## src/hdl/reset_seq_defs.svh

```systemverilog
// Register offsets, field positions, reset values and delay figures for the reset sequencer.
// Assumes a 200 MHz system clock; included by the package and the reset_sequencer module.
// Summary of operation
// - Watchdog runs when software enable is 1, always when watchdog config is unprogrammed.
// - Watchdog time-out flag sets on time-out; clears on clear, power-save, power-on.
// - Sleep flag sets on power-save with operand 0; hardware clears it only on power-on.
// - Idle flag sets on power-save with operand 1; hardware clears it only on power-on.
// - Brown-out flag sets on brown-out and power-on resets; no hardware clear.
// - Power-on flag sets on every power-on reset; no hardware clear.
// - Trap, illegal-op, mismatch, pin and software flags set on events; power-on clears.
// - Software may set or clear any flag; setting never causes a reset.
// - Low-power config 1 keeps retention regulator off and ignores retention enable.
// - Retention active in sleep keeps SRAM contents intact.
// - Software brown-out enable matters only when brown-out config equals 01.
// - Wake from regulator standby waits extra delay unless the fast-wake bit is set.
// - Registers reset alike except status, oscillator, calibration and flash registers.
// - Power-on release after power-on, start-up, internal delays; brown-out skips power-on delay.
// - Pin, watchdog, software, illegal-op and trap resets hold only internal time.
// - Crystal start-up timer is a 10-bit counter of 1024 oscillator periods.
// - PLL sources add lock time before releasing the clock.
// - Oscillator and PLL delays run in parallel with the reset delay.
// - No code execution until a valid clock has been released.
// - Switching on: hard and pin resets use config select, other soft resets keep current select.
// - Two-speed start-up runs fast RC first, then switches to the primary.
// - Clock-fail monitor starts only after its delay following reset release.
// - Any active reset source asserts master system reset.
// - Power-on clears all flags except brown-out and power-on, which it sets.
`ifndef RESET_SEQ_DEFS_SVH
`define RESET_SEQ_DEFS_SVH
`define CLK_MHZ 200
`define OFS_CAUSE 12'h000
`define OFS_OSC 12'h004
`define OFS_CAL 12'h008
`define OFS_FLASH 12'h00C
`define OFS_STATUS 12'h010
`define BIT_TRAP 15
`define BIT_ILLOP 14
`define BIT_BOSW 13
`define BIT_RETAIN 12
`define BIT_CFGMM 9
`define BIT_FASTWK 8
`define BIT_PINRST 7
`define BIT_SWRST 6
`define BIT_WDSW 5
`define BIT_WDTMO 4
`define BIT_SLEEP 3
`define BIT_IDLE 2
`define BIT_BROWN 1
`define BIT_POR 0
`define CAUSE_WMASK 16'hF3FF
`define CAUSE_POR_VAL 16'h2003
`define POR_DELAY_US 10
`define RST_DELAY_US 2
`define POR_DELAY_CYC (`POR_DELAY_US * `CLK_MHZ)
`define RST_DELAY_CYC (`RST_DELAY_US * `CLK_MHZ)
`define STARTUP_CYC 100
`define XTAL_TICKS 1024
`define LOCK_CYC 200
`define FASTRC_CYC 20
`define SLOWRC_CYC 40
`define MON_CYC 50
`define VREG_CYC 60
`endif

```

## src/hdl/reset_seq_pkg.sv

```systemverilog
// Types shared by the reset sequencer modules.
// Assumes the constant header is on the include path.
`include "reset_seq_defs.svh"
package reset_seq_pkg;
   typedef enum logic [4:0] {
      ST_HOLD = 5'b00001,
      ST_PORD = 5'b00010,
      ST_STUP = 5'b00100,
      ST_IRST = 5'b01000,
      ST_RUN = 5'b10000
   } seq_state_t;
   typedef logic [2:0] osc_sel_t;
endpackage

```

## src/hdl/delay_timer.sv

```systemverilog
// Loadable down-counter that pulses done when a started count expires.
// Assumes start is a one-cycle pulse on the system clock.
`timescale 1ns/1ps
`default_nettype none
module delay_timer #(
   parameter int WIDTH = 16
) (
   input wire logic clk,
   input wire logic reset,
   input wire logic start,
   input wire logic [WIDTH-1:0] count,
   output logic busy,
   output logic done
);
   logic [WIDTH-1:0] cnt_r;
   // Count down to one, then flag done for one cycle
   always_ff @(posedge clk) begin
      if (reset) begin
         cnt_r <= '0;
         done <= 1'b0;
      end else if (start) begin
         cnt_r <= (count == '0) ? {{(WIDTH-1){1'b0}}, 1'b1} : count;
         done <= 1'b0;
      end else begin
         done <= (cnt_r == {{(WIDTH-1){1'b0}}, 1'b1});
         if (cnt_r != '0) begin
            cnt_r <= cnt_r - {{(WIDTH-1){1'b0}}, 1'b1};
         end
      end
   end
   assign busy = (cnt_r != '0);
endmodule
`default_nettype wire

```

## src/hdl/osc_startup.sv

```systemverilog
// Oscillator release: start-up timer on oscillator ticks, then PLL lock count.
// Assumes osc_tick is already synchronised; one pulse per oscillator period.
`timescale 1ns/1ps
`default_nettype none
module osc_startup #(
   parameter int TMR_W = 10,
   parameter int LOCK_W = 16
) (
   input wire logic clk,
   input wire logic reset,
   input wire logic start,
   input wire logic use_xtal,
   input wire logic use_pll,
   input wire logic [LOCK_W-1:0] lock_cycles,
   input wire logic [LOCK_W-1:0] rc_cycles,
   input wire logic osc_tick,
   output logic released
);
   logic [TMR_W-1:0] xtal_r;
   logic xtal_run_r;
   logic [LOCK_W-1:0] wait_r;
   logic phase2_r;
   // Start-up timer counts all 2^TMR_W periods and wraps to zero
   always_ff @(posedge clk) begin
      if (reset || start) begin
         xtal_r <= '0;
         xtal_run_r <= start && use_xtal;
      end else if (xtal_run_r && osc_tick) begin
         xtal_r <= xtal_r + {{(TMR_W-1){1'b0}}, 1'b1};
         if (xtal_r == {TMR_W{1'b1}}) begin
            xtal_run_r <= 1'b0;
         end
      end
   end
   // After the timer, wait lock time or RC start-up, then release
   always_ff @(posedge clk) begin
      if (reset) begin
         wait_r <= '0;
         phase2_r <= 1'b0;
         released <= 1'b0;
      end else if (start) begin
         wait_r <= use_pll ? lock_cycles : (use_xtal ? '0 : rc_cycles);
         phase2_r <= 1'b1;
         released <= 1'b0;
      end else if (phase2_r && !xtal_run_r) begin
         if (wait_r == '0) begin
            phase2_r <= 1'b0;
            released <= 1'b1;
         end else begin
            wait_r <= wait_r - {{(LOCK_W-1){1'b0}}, 1'b1};
         end
      end
   end
endmodule
`default_nettype wire

```

## src/hdl/reset_sequencer.sv

```systemverilog
// Reset cause capture, master reset release timing and clock source selection.
// Assumes event inputs are one-cycle pulses from same-clock logic; pins and the
// brown-out/master-clear levels come asynchronously and are synchronised here.
`timescale 1ns/1ps
`default_nettype none
`include "reset_seq_defs.svh"
module reset_sequencer #(
   parameter int POR_CYC = `POR_DELAY_CYC,
   parameter int RST_CYC = `RST_DELAY_CYC,
   parameter int STARTUP = `STARTUP_CYC,
   parameter int LOCK = `LOCK_CYC,
   parameter int FASTRC = `FASTRC_CYC,
   parameter int SLOWRC = `SLOWRC_CYC,
   parameter int MON_DLY = `MON_CYC,
   parameter int VREG = `VREG_CYC
) (
   input wire logic clk,
   input wire logic reset,
   input wire logic psel,
   input wire logic penable,
   input wire logic pwrite,
   input wire logic [11:0] paddr,
   input wire logic [31:0] pwdata,
   output logic [31:0] prdata,
   output logic pready,
   output logic pslverr,
   input wire logic brownout_level,
   input wire logic master_clear_pin_n,
   input wire logic osc_tick,
   input wire logic watchdog_timeout,
   input wire logic sw_reset_instr,
   input wire logic trap_conflict,
   input wire logic illegal_op,
   input wire logic config_mismatch,
   input wire logic watchdog_clear_instr,
   input wire logic power_save_instr,
   input wire logic power_save_operand,
   input wire logic wake_event,
   input wire logic regulator_standby,
   input wire logic [1:0] watchdog_cfg,
   input wire logic [1:0] brownout_cfg,
   input wire logic low_power_cfg,
   input wire logic clock_switch_en,
   input wire logic two_speed_en,
   input wire reset_seq_pkg::osc_sel_t initial_osc_select,
   input wire reset_seq_pkg::osc_sel_t new_osc_select,
   input wire logic osc_switch_req,
   output logic master_system_reset,
   output logic cpu_run,
   output logic clock_released,
   output logic watchdog_enable,
   output logic brownout_detect_en,
   output logic retention_active,
   output logic sram_hold,
   output logic wake_done,
   output logic clock_fail_monitor_en,
   output reset_seq_pkg::osc_sel_t current_osc_select,
   output logic on_fast_rc
);
   import reset_seq_pkg::*;

   localparam osc_sel_t OSC_FASTRC = 3'h0;
   localparam osc_sel_t OSC_FASTPLL = 3'h1;
   localparam osc_sel_t OSC_XT = 3'h2;
   localparam osc_sel_t OSC_XTPLL = 3'h3;
   localparam osc_sel_t OSC_ECPLL = 3'h5;
   localparam osc_sel_t OSC_SLOWRC = 3'h6;
   localparam osc_sel_t OSC_FASTDIV = 3'h7;

   // Source is a crystal that needs the start-up timer
   function automatic logic is_crystal(input osc_sel_t s);
      is_crystal = (s == OSC_XT) || (s == OSC_XTPLL);
   endfunction
   function automatic logic is_pll(input osc_sel_t s);
      is_pll = (s == OSC_XTPLL) || (s == OSC_ECPLL) || (s == OSC_FASTPLL);
   endfunction
   function automatic logic is_rc(input osc_sel_t s);
      is_rc = (s == OSC_FASTRC) || (s == OSC_FASTPLL) || (s == OSC_SLOWRC) || (s == OSC_FASTDIV);
   endfunction

   // Two-flop synchronisers for asynchronous levels
   logic [1:0] bo_sync_r, pin_sync_r, tick_sync_r;
   logic bo_q_r, pin_q_r, tick_q_r;
   always_ff @(posedge clk) begin
      bo_sync_r <= {bo_sync_r[0], brownout_level};
      pin_sync_r <= {pin_sync_r[0], master_clear_pin_n};
      tick_sync_r <= {tick_sync_r[0], osc_tick};
      bo_q_r <= bo_sync_r[1];
      pin_q_r <= pin_sync_r[1];
      tick_q_r <= tick_sync_r[1];
   end
   logic bo_rise, pin_fall, tick_pulse;
   assign bo_rise = bo_sync_r[1] & ~bo_q_r & brownout_detect_en;
   assign pin_fall = ~pin_sync_r[1] & pin_q_r;
   assign tick_pulse = tick_sync_r[1] & ~tick_q_r;

   // Soft resets that only hold the internal reset time
   logic soft_rst, hard_rst, any_rst, apb_wr, apb_rd;
   assign soft_rst = pin_fall | watchdog_timeout | sw_reset_instr | trap_conflict | illegal_op
      | config_mismatch;
   assign hard_rst = bo_rise;
   assign any_rst = soft_rst | hard_rst;
   assign apb_wr = psel & penable & pwrite;
   assign apb_rd = psel & ~penable & ~pwrite;

   // Cause register; hardware set beats software clear
   logic [15:0] cause_r, cause_set, cause_clr, wmask;
   always_comb begin
      cause_set = 16'h0000;
      cause_clr = 16'h0000;
      cause_set[`BIT_TRAP] = trap_conflict;
      cause_set[`BIT_ILLOP] = illegal_op;
      cause_set[`BIT_CFGMM] = config_mismatch;
      cause_set[`BIT_PINRST] = pin_fall;
      cause_set[`BIT_SWRST] = sw_reset_instr;
      cause_set[`BIT_WDTMO] = watchdog_timeout;
      cause_set[`BIT_SLEEP] = power_save_instr & ~power_save_operand;
      cause_set[`BIT_IDLE] = power_save_instr & power_save_operand;
      cause_set[`BIT_BROWN] = bo_rise;
      cause_clr[`BIT_WDTMO] = watchdog_clear_instr | power_save_instr;
   end
   assign wmask = (apb_wr && paddr == `OFS_CAUSE) ? `CAUSE_WMASK : 16'h0000;
   always_ff @(posedge clk) begin
      if (reset) begin
         cause_r <= `CAUSE_POR_VAL;
      end else begin
         // Software writes touch flag and control bits only; no reset path from here
         cause_r <= (((cause_r & ~wmask) | (pwdata[15:0] & wmask)) & ~cause_clr) | cause_set;
      end
   end

   // Registers cleared only by power-on reset
   logic [15:0] cal_r, flash_r;
   always_ff @(posedge clk) begin
      if (reset) begin
         cal_r <= 16'h0000;
         flash_r <= 16'h0000;
      end else if (apb_wr && paddr == `OFS_CAL) begin
         cal_r <= pwdata[15:0];
      end else if (apb_wr && paddr == `OFS_FLASH) begin
         flash_r <= pwdata[15:0];
      end
   end

   // Policy outputs from configuration and control bits
   assign watchdog_enable = (watchdog_cfg == 2'b11) | cause_r[`BIT_WDSW];
   assign brownout_detect_en = (brownout_cfg == 2'b01) ? cause_r[`BIT_BOSW] : brownout_cfg[1];
   logic sleeping_r;
   assign retention_active = sleeping_r & ~low_power_cfg & cause_r[`BIT_RETAIN];
   assign sram_hold = retention_active;

   // Reset sequence state machine
   seq_state_t state_r;
   logic was_por_r, t_start, t_done, t_busy, osc_start, osc_rel;
   logic [15:0] t_count;
   always_ff @(posedge clk) begin
      if (reset) begin
         state_r <= ST_HOLD;
         was_por_r <= 1'b1;
      end else if (any_rst) begin
         state_r <= hard_rst ? ST_STUP : ST_IRST;
         was_por_r <= 1'b0;
      end else begin
         case (state_r)
            ST_HOLD: begin
               state_r <= ST_PORD;
            end
            ST_PORD: begin
               if (t_done) begin
                  state_r <= ST_STUP;
               end
            end
            ST_STUP: begin
               if (t_done) begin
                  state_r <= ST_IRST;
               end
            end
            ST_IRST: begin
               if (t_done) begin
                  state_r <= ST_RUN;
               end
            end
            default: begin
               state_r <= ST_RUN;
            end
         endcase
      end
   end
   assign t_start = (state_r == ST_HOLD) | any_rst | (t_done & (state_r != ST_IRST));
   always_comb begin
      if (state_r == ST_HOLD) begin
         t_count = POR_CYC[15:0];
      end else if (any_rst) begin
         t_count = hard_rst ? STARTUP[15:0] : RST_CYC[15:0];
      end else if (state_r == ST_PORD) begin
         t_count = STARTUP[15:0];
      end else begin
         t_count = RST_CYC[15:0];
      end
   end
   delay_timer #(.WIDTH(16)) seq_timer (
      .clk(clk),
      .reset(reset),
      .start(t_start),
      .count(t_count),
      .busy(t_busy),
      .done(t_done)
   );
   assign master_system_reset = (state_r != ST_RUN);

   // Clock source chosen at reset
   osc_sel_t osc_r, target_osc;
   assign target_osc = (!clock_switch_en || hard_rst || pin_fall || state_r == ST_HOLD) ?
      initial_osc_select : osc_r;
   always_ff @(posedge clk) begin
      if (reset) begin
         osc_r <= 3'h0;
      end else if (state_r == ST_HOLD || any_rst) begin
         osc_r <= target_osc;
      end else if (osc_switch_req && clock_switch_en && !master_system_reset) begin
         osc_r <= new_osc_select;
      end
   end
   assign current_osc_select = osc_r;

   // Oscillator release runs alongside the reset delay
   logic two_speed_r;
   assign osc_start = (state_r == ST_HOLD) | hard_rst;
   osc_startup #(.TMR_W(10), .LOCK_W(16)) osc_seq (
      .clk(clk),
      .reset(reset),
      .start(osc_start),
      .use_xtal(is_crystal(target_osc)),
      .use_pll(is_pll(target_osc)),
      .lock_cycles(LOCK[15:0]),
      .rc_cycles((target_osc == OSC_SLOWRC) ? SLOWRC[15:0] : FASTRC[15:0]),
      .osc_tick(tick_pulse),
      .released(osc_rel)
   );
   // Two-speed start: run on fast RC until primary is released
   always_ff @(posedge clk) begin
      if (reset) begin
         two_speed_r <= 1'b0;
      end else if (osc_start) begin
         two_speed_r <= two_speed_en && !is_rc(target_osc);
      end else if (osc_rel) begin
         two_speed_r <= 1'b0;
      end
   end
   assign on_fast_rc = two_speed_r;
   assign clock_released = osc_rel | two_speed_r | (!is_crystal(osc_r) && !is_pll(osc_r) && !osc_start
      && state_r != ST_HOLD && was_por_r == 1'b0);
   assign cpu_run = ~master_system_reset & clock_released & ~sleeping_r;

   // Clock-fail monitor delay after reset release
   logic [15:0] mon_r;
   always_ff @(posedge clk) begin
      if (reset || master_system_reset) begin
         mon_r <= MON_DLY[15:0];
         clock_fail_monitor_en <= 1'b0;
      end else if (mon_r != 16'h0000) begin
         mon_r <= mon_r - 16'h0001;
      end else begin
         clock_fail_monitor_en <= 1'b1;
      end
   end

   // Sleep and wake with optional regulator delay
   logic [15:0] wake_r;
   logic standby_r;
   always_ff @(posedge clk) begin
      if (reset) begin
         sleeping_r <= 1'b0;
         standby_r <= 1'b0;
         wake_r <= 16'h0000;
         wake_done <= 1'b0;
      end else begin
         wake_done <= 1'b0;
         if (power_save_instr && !power_save_operand) begin
            sleeping_r <= 1'b1;
            standby_r <= 1'b0;
         end else if (sleeping_r && regulator_standby) begin
            standby_r <= 1'b1;
         end
         if (sleeping_r && wake_event && wake_r == 16'h0000) begin
            if (standby_r && !cause_r[`BIT_FASTWK]) begin
               wake_r <= VREG[15:0];
            end else begin
               sleeping_r <= 1'b0;
               wake_done <= 1'b1;
            end
         end else if (wake_r != 16'h0000) begin
            wake_r <= wake_r - 16'h0001;
            if (wake_r == 16'h0001) begin
               sleeping_r <= 1'b0;
               wake_done <= 1'b1;
            end
         end
      end
   end

   // APB read data, registered in the setup cycle
   always_ff @(posedge clk) begin
      if (reset) begin
         prdata <= 32'h0000_0000;
         pslverr <= 1'b0;
      end else if (apb_rd || (psel && !penable)) begin
         pslverr <= 1'b0;
         prdata <= 32'h0000_0000;
         if (paddr == `OFS_CAUSE) begin
            prdata <= {16'h0000, cause_r};
         end else if (paddr == `OFS_OSC) begin
            prdata <= {17'h0_0000, osc_r, 12'h000};
         end else if (paddr == `OFS_CAL) begin
            prdata <= {16'h0000, cal_r};
         end else if (paddr == `OFS_FLASH) begin
            prdata <= {16'h0000, flash_r};
         end else if (paddr == `OFS_STATUS) begin
            prdata <= {25'h000_0000, t_busy, clock_fail_monitor_en, on_fast_rc, sleeping_r,
               clock_released, cpu_run, master_system_reset};
         end else begin
            pslverr <= 1'b1;
         end
      end
   end
   assign pready = 1'b1;
endmodule
`default_nettype wire

```

## config.mk

```make
export PLATFORM = sky130hd
export DESIGN_NAME = reset_sequencer
export DESIGN_NICKNAME = d
export VERILOG_FILES = /design/src/hdl/reset_seq_pkg.sv /design/src/hdl/delay_timer.sv /design/src/hdl/osc_startup.sv /design/src/hdl/reset_sequencer.sv
export VERILOG_INCLUDE_DIRS = /design/src /design/src/hdl
export SDC_FILE = /design/constraint.sdc
export NUM_CORES = 1
export LEC_CHECK = 0
export BUFFER_PORTS_ARGS = -buffer_cell sky130_fd_sc_hd__buf_2
export CAP_MARGIN = 40
export CORE_AREA = 2 2 144 146
export DETAILED_ROUTE_END_ITERATION = 7
export DIE_AREA = 0 0 146 148
export GPL_TIMING_DRIVEN = 0
export PLACE_DENSITY_LB_ADDON = 0.05
export SYNTH_ARGS = -nofsm -noshare
export SYNTH_HDL_FRONTEND = slang
export SYNTH_SLANG_ARGS = --single-unit
```

## constraint.sdc

```tcl
create_clock -name clk -period 3.3 [get_ports clk]
set_clock_uncertainty 0.05 [all_clocks]
set_input_delay 0.33 -clock clk [delete_from_list [all_inputs] [get_ports clk]]
set_output_delay 0.33 -clock clk [all_outputs]
set_load 0.02 [all_outputs]
```

==> impl_metrics.prom <==
# TYPE chip_impl_metric gauge
chip_impl_info{name="outcome",value="finished, final reports clean"} 1
chip_impl_metric{name="critical_path_peak_fanout",unit=""} 8
chip_impl_metric{name="synth.yosys.seq_area_share",unit=""} 0.429
chip_impl_info{name="yosys-top-cells-area",value="dfxtp_1, nand2_1, a21oi_1, nor2_1, nor3_1"} 1
chip_impl_metric{name="post-dp-hpwl",unit="µm"} 15700
chip_impl_metric{name="grt_first_pass_wirelength",unit="µm"} 33800
chip_impl_metric{name="post_route_cells_drive_above_1_share",unit=""} 0.172
chip_impl_metric{name="core.rowCount",unit=""} 52
chip_impl_metric{name="wl_per_cell",unit="µm"} 16.0
chip_impl_metric{name="final.setup.tns",unit="ns"} 0
chip_impl_metric{name="sequentialPowerShare",unit=""} 0.426
chip_impl_metric{name="dieHeight",unit="µm"} 148
chip_impl_info{name="rsz0062_at_grt",value="no"} 1
chip_impl_metric{name="finalPower",unit="µW"} 5250
chip_impl_metric{name="antenna-diode-count",unit=""} 0
chip_impl_metric{name="power.share.combinational",unit=""} 0.193
chip_impl_info{name="critical_setup_path_class",value="flip-flop to flip-flop"} 1
chip_impl_metric{name="synthesis.area",unit="mm²"} 0.00767
chip_impl_metric{name="synth.top_cell.area_share",unit=""} 0.425
chip_impl_info{name="synth.most_common_cell",value="dfxtp_1"} 1
chip_impl_metric{name="finish.net_count",unit=""} 1130
chip_impl_metric{name="final_period_minus_worst_setup_slack",unit="ns"} 2.87
chip_impl_metric{name="deepest_level_of_the_cts_h_tree",unit=""} 4
chip_impl_metric{name="synthArstFlopShare",unit=""} 0
chip_impl_metric{name="synth_area_per_cell",unit="µm²"} 8.35
chip_impl_metric{name="synth_edf_count",unit=""} 1
chip_impl_metric{name="totalWireLength",unit="µm"} 21200
chip_impl_metric{name="dp_slack",unit="ns"} 0.449
chip_impl_metric{name="num_vias",unit=""} 6753
chip_impl_metric{name="antenna_left",unit=""} 0
chip_impl_metric{name="dieArea",unit="mm²"} 0.0216
chip_impl_metric{name="final_max_slew_viol_count",unit=""} 0
chip_impl_metric{name="internal-power",unit="µW"} 3590
chip_impl_metric{name="cap_violations",unit=""} 0
chip_impl_info{name="synth_common_cells",value="dfxtp_1, nand2_1, nor2_1"} 1
chip_impl_metric{name="max_freq",unit="MHz"} 348
chip_impl_metric{name="clkSinkCount",unit=""} 164
chip_impl_metric{name="grtUsageTotal",unit=""} 0.199
chip_impl_metric{name="area_growth",unit="%"} 19.2
chip_impl_metric{name="yosysWarnings",unit=""} 0
chip_impl_metric{name="max_transition_margin",unit=""} 0.387
chip_impl_metric{name="post_cts_resize_count",unit=""} 0
chip_impl_metric{name="clock_pin_slew_on_the_worst_setup_and_hold_paths",unit="ns"} 0.07
chip_impl_metric{name="detail_route.drc_violations",unit=""} 0
chip_impl_metric{name="antenna_found_initial",unit=""} 0
chip_impl_metric{name="report.final.hold_viol_count",unit=""} 0
chip_impl_metric{name="relative_contribution_of_the_clock_network_to_total_power",unit=""} 0.382
chip_impl_metric{name="placeableCoreArea",unit="mm²"} 0.0200
chip_impl_metric{name="yosys_cell_types",unit=""} 77
chip_impl_metric{name="start_util",unit=""} 0.383
chip_impl_metric{name="vias_in_the_first_global_route",unit=""} 6259
chip_impl_metric{name="num_io_pins",unit=""} 123
chip_impl_metric{name="ir_worst_vdd",unit="mV"} 0.321
chip_impl_metric{name="pin_count_of_the_biggest_net_entering_global_routing",unit=""} 18
chip_impl_info{name="yosysTopAreaCell",value="dfxtp_1"} 1
chip_impl_metric{name="p_sw_frac",unit=""} 0.316
chip_impl_metric{name="postSynthCellCount",unit=""} 919
chip_impl_metric{name="critical_path_data_required_time",unit="ns"} 3.55
chip_impl_metric{name="viasPerCell",unit=""} 5.08
chip_impl_metric{name="dr.first_iter.drc_count",unit=""} 392
chip_impl_metric{name="layout_worst_path_cycle_share",unit=""} 0.870
chip_impl_metric{name="globalplace.congestion",unit=""} 0.799
chip_impl_metric{name="clkLatencyLatePin",unit="ns"} 0.44
chip_impl_metric{name="timing.final.setup_violations",unit=""} 0
chip_impl_metric{name="power.density_cell_area",unit="mW/mm²"} 574
chip_impl_metric{name="grt-ovfl-total",unit=""} 0
chip_impl_metric{name="postLayoutSetupSlackWorst",unit="ns"} 0.429
chip_impl_info{name="postSynth.topFlopCell",value="dfxtp_1"} 1
chip_impl_info{name="crit_path_end_kind",value="flip-flop"} 1
chip_impl_metric{name="floorplan.die.width",unit="µm"} 146
chip_impl_metric{name="worst_slew_pin_slew",unit="ns"} 0.906
chip_impl_info{name="cts_tree",value="built"} 1
chip_impl_info{name="hold_path_class",value="input pin to flip-flop"} 1
chip_impl_metric{name="postSynthRegisterBits",unit=""} 164
chip_impl_info{name="crit_path_start_kind",value="flip-flop"} 1
chip_impl_metric{name="cp.arrival",unit="ns"} 3.12
chip_impl_metric{name="power_switching",unit="µW"} 1660
chip_impl_metric{name="clk_path_buf_depth",unit=""} 2
chip_impl_metric{name="placement.io_buffers",unit=""} 88
chip_impl_metric{name="power.leakage",unit="µW"} 0.00345
chip_impl_metric{name="detail_route.first_pass.iterations",unit=""} 5
chip_impl_metric{name="cts_buffers",unit=""} 17
chip_impl_info{name="root_buffer",value="clkbuf_16"} 1
[worst paths after layout]
kind | startpoint | to | slack (ns) | depth (start not counted)
min reg2reg | bo_sync_r[0]$_DFF_P_ | bo_sync_r[1]$_DFF_P_ | 0.28 | 0
max reg2reg | seq_timer.cnt_r[0]$_SDFFE_PP0P_ | seq_timer.cnt_r[6]$_SDFFE_PP0P_ | 0.43 | 7
max | seq_timer.cnt_r[0]$_SDFFE_PP0P_ | seq_timer.cnt_r[6]$_SDFFE_PP0P_ | 0.43 | 7
min | pwdata[13] | flip-flop | 0.09 | 3
[power by group through the flow]
| stage | Clock, µW | Sequential [µW] | Combinational [µW] |
|---|---|---|---|
| 3_5_place_dp | 0 | 2280 | 1010 |
| 2_1_floorplan | 0 | 2250 | 758 |
| 5_1_grt | 2130 | 2260 | 1150 |
| 3_3_place_gp | 0 | 2280 | 999 |
| 4_1_cts | 2050 | 2240 | 1020 |
| 6_report | 2000 | 2240 | 1010 |
[metrics by stage]
stage | hold WS (ns) | util | cells | area [µm²]
floorplan | 0.260 | - | 934 | 7730
global placement | 0.261 | 0.425 | 1292 | 8510
detailed placement | 0.265 | 0.426 | 1295 | 8530
CTS | 0.0723 | 0.456 | 1330 | 9150
global route | 0.0848 | 0.456 | 1330 | 9150
finish | 0.0879 | 0.456 | 1330 | 9150
[critical path, cell delays in order, from the launching register on]
cell	delay [ns]
dfxtp_1	0.36
inv_1	0.07
ha_1	0.19
or3b_2	0.51
nor3_1	0.68
nand3_2	0.39
o31ai_2	0.41
a21oi_1	0.07
[metal layers]
layer	up-vias	part of all wire	GRT usage
met1	3112	0.50	0.278
met5	-	0	0
met4	0	0.023	0.0772
met2	146	0.44	0.310
met3	32	0.038	0.0312
li1	3463	-	-
[placed cells by master, fill, tap and decap left out, types with 6 or more instances in the layout]
cell and n:
a211oi_1 11, a21oi_1 80, a31oi_1 6, buf_2 90, buf_4 18, clkbuf_1 35, clkbuf_16 17, conb_1 17
dfxtp_1 163, ha_1 7, inv_1 18, mux2_2 11, mux2i_1 14, nand2_1 127, nand2b_1 11, nand3_1 32
nand3b_1 6, nand4_1 6, nor2_1 104, nor3_1 49, nor4_1 21, o21ai_0 20, or2_2 6, or3_1 20
or4_1 7, xnor2_1 27, xor2_1 23
[layout make-up]
cell class,instances,area (µm²)
sequential,164,3290
tap,270,338
fill,2052,10900
clock inverter,15,160
buffer,60,327
multi-input combinational,692,4040
inverter,18,67.6
timing repair buffer,94,495
clock buffer,17,425
[repair_timing]
| action | 4_1_cts | 5_1_grt |
|---|---|---|
| setup buffers | 0 | 0 |
| hold endpoints to repair | 3 | 0 |
| hold buffers | 3 | 0 |
[cell families after synthesis]
group / share of synthesized area
AO/OA/AOI/OAI: 0.133
XOR/XNOR: 0.0571
adder cells (fa/ha/maj): 0.0114
buffers and inverters: 0.0514
flip-flops: 0.429
multiplexers: 0.0432
other: 0.000979
AND/OR/NAND/NOR: 0.274
[sequential cells by signal (all words and copies together), names as in the netlist, 2 cells and up, named ones only]
| name | cells |
|---|---|
| osc_seq.xtal_r | 10 |
| bo_sync_r | 2 |
| flash_r | 16 |
| tick_sync_r | 2 |
| pin_sync_r | 2 |
| current_osc_select | 3 |
| prdata | 16 |
| cal_r | 16 |
| cause_r | 9 |
| osc_seq.wait_r | 16 |
| state_r | 5 |
| seq_timer.cnt_r | 16 |
| mon_r | 16 |
| wake_r | 16 |
Power figures use the tool's default switching activity.
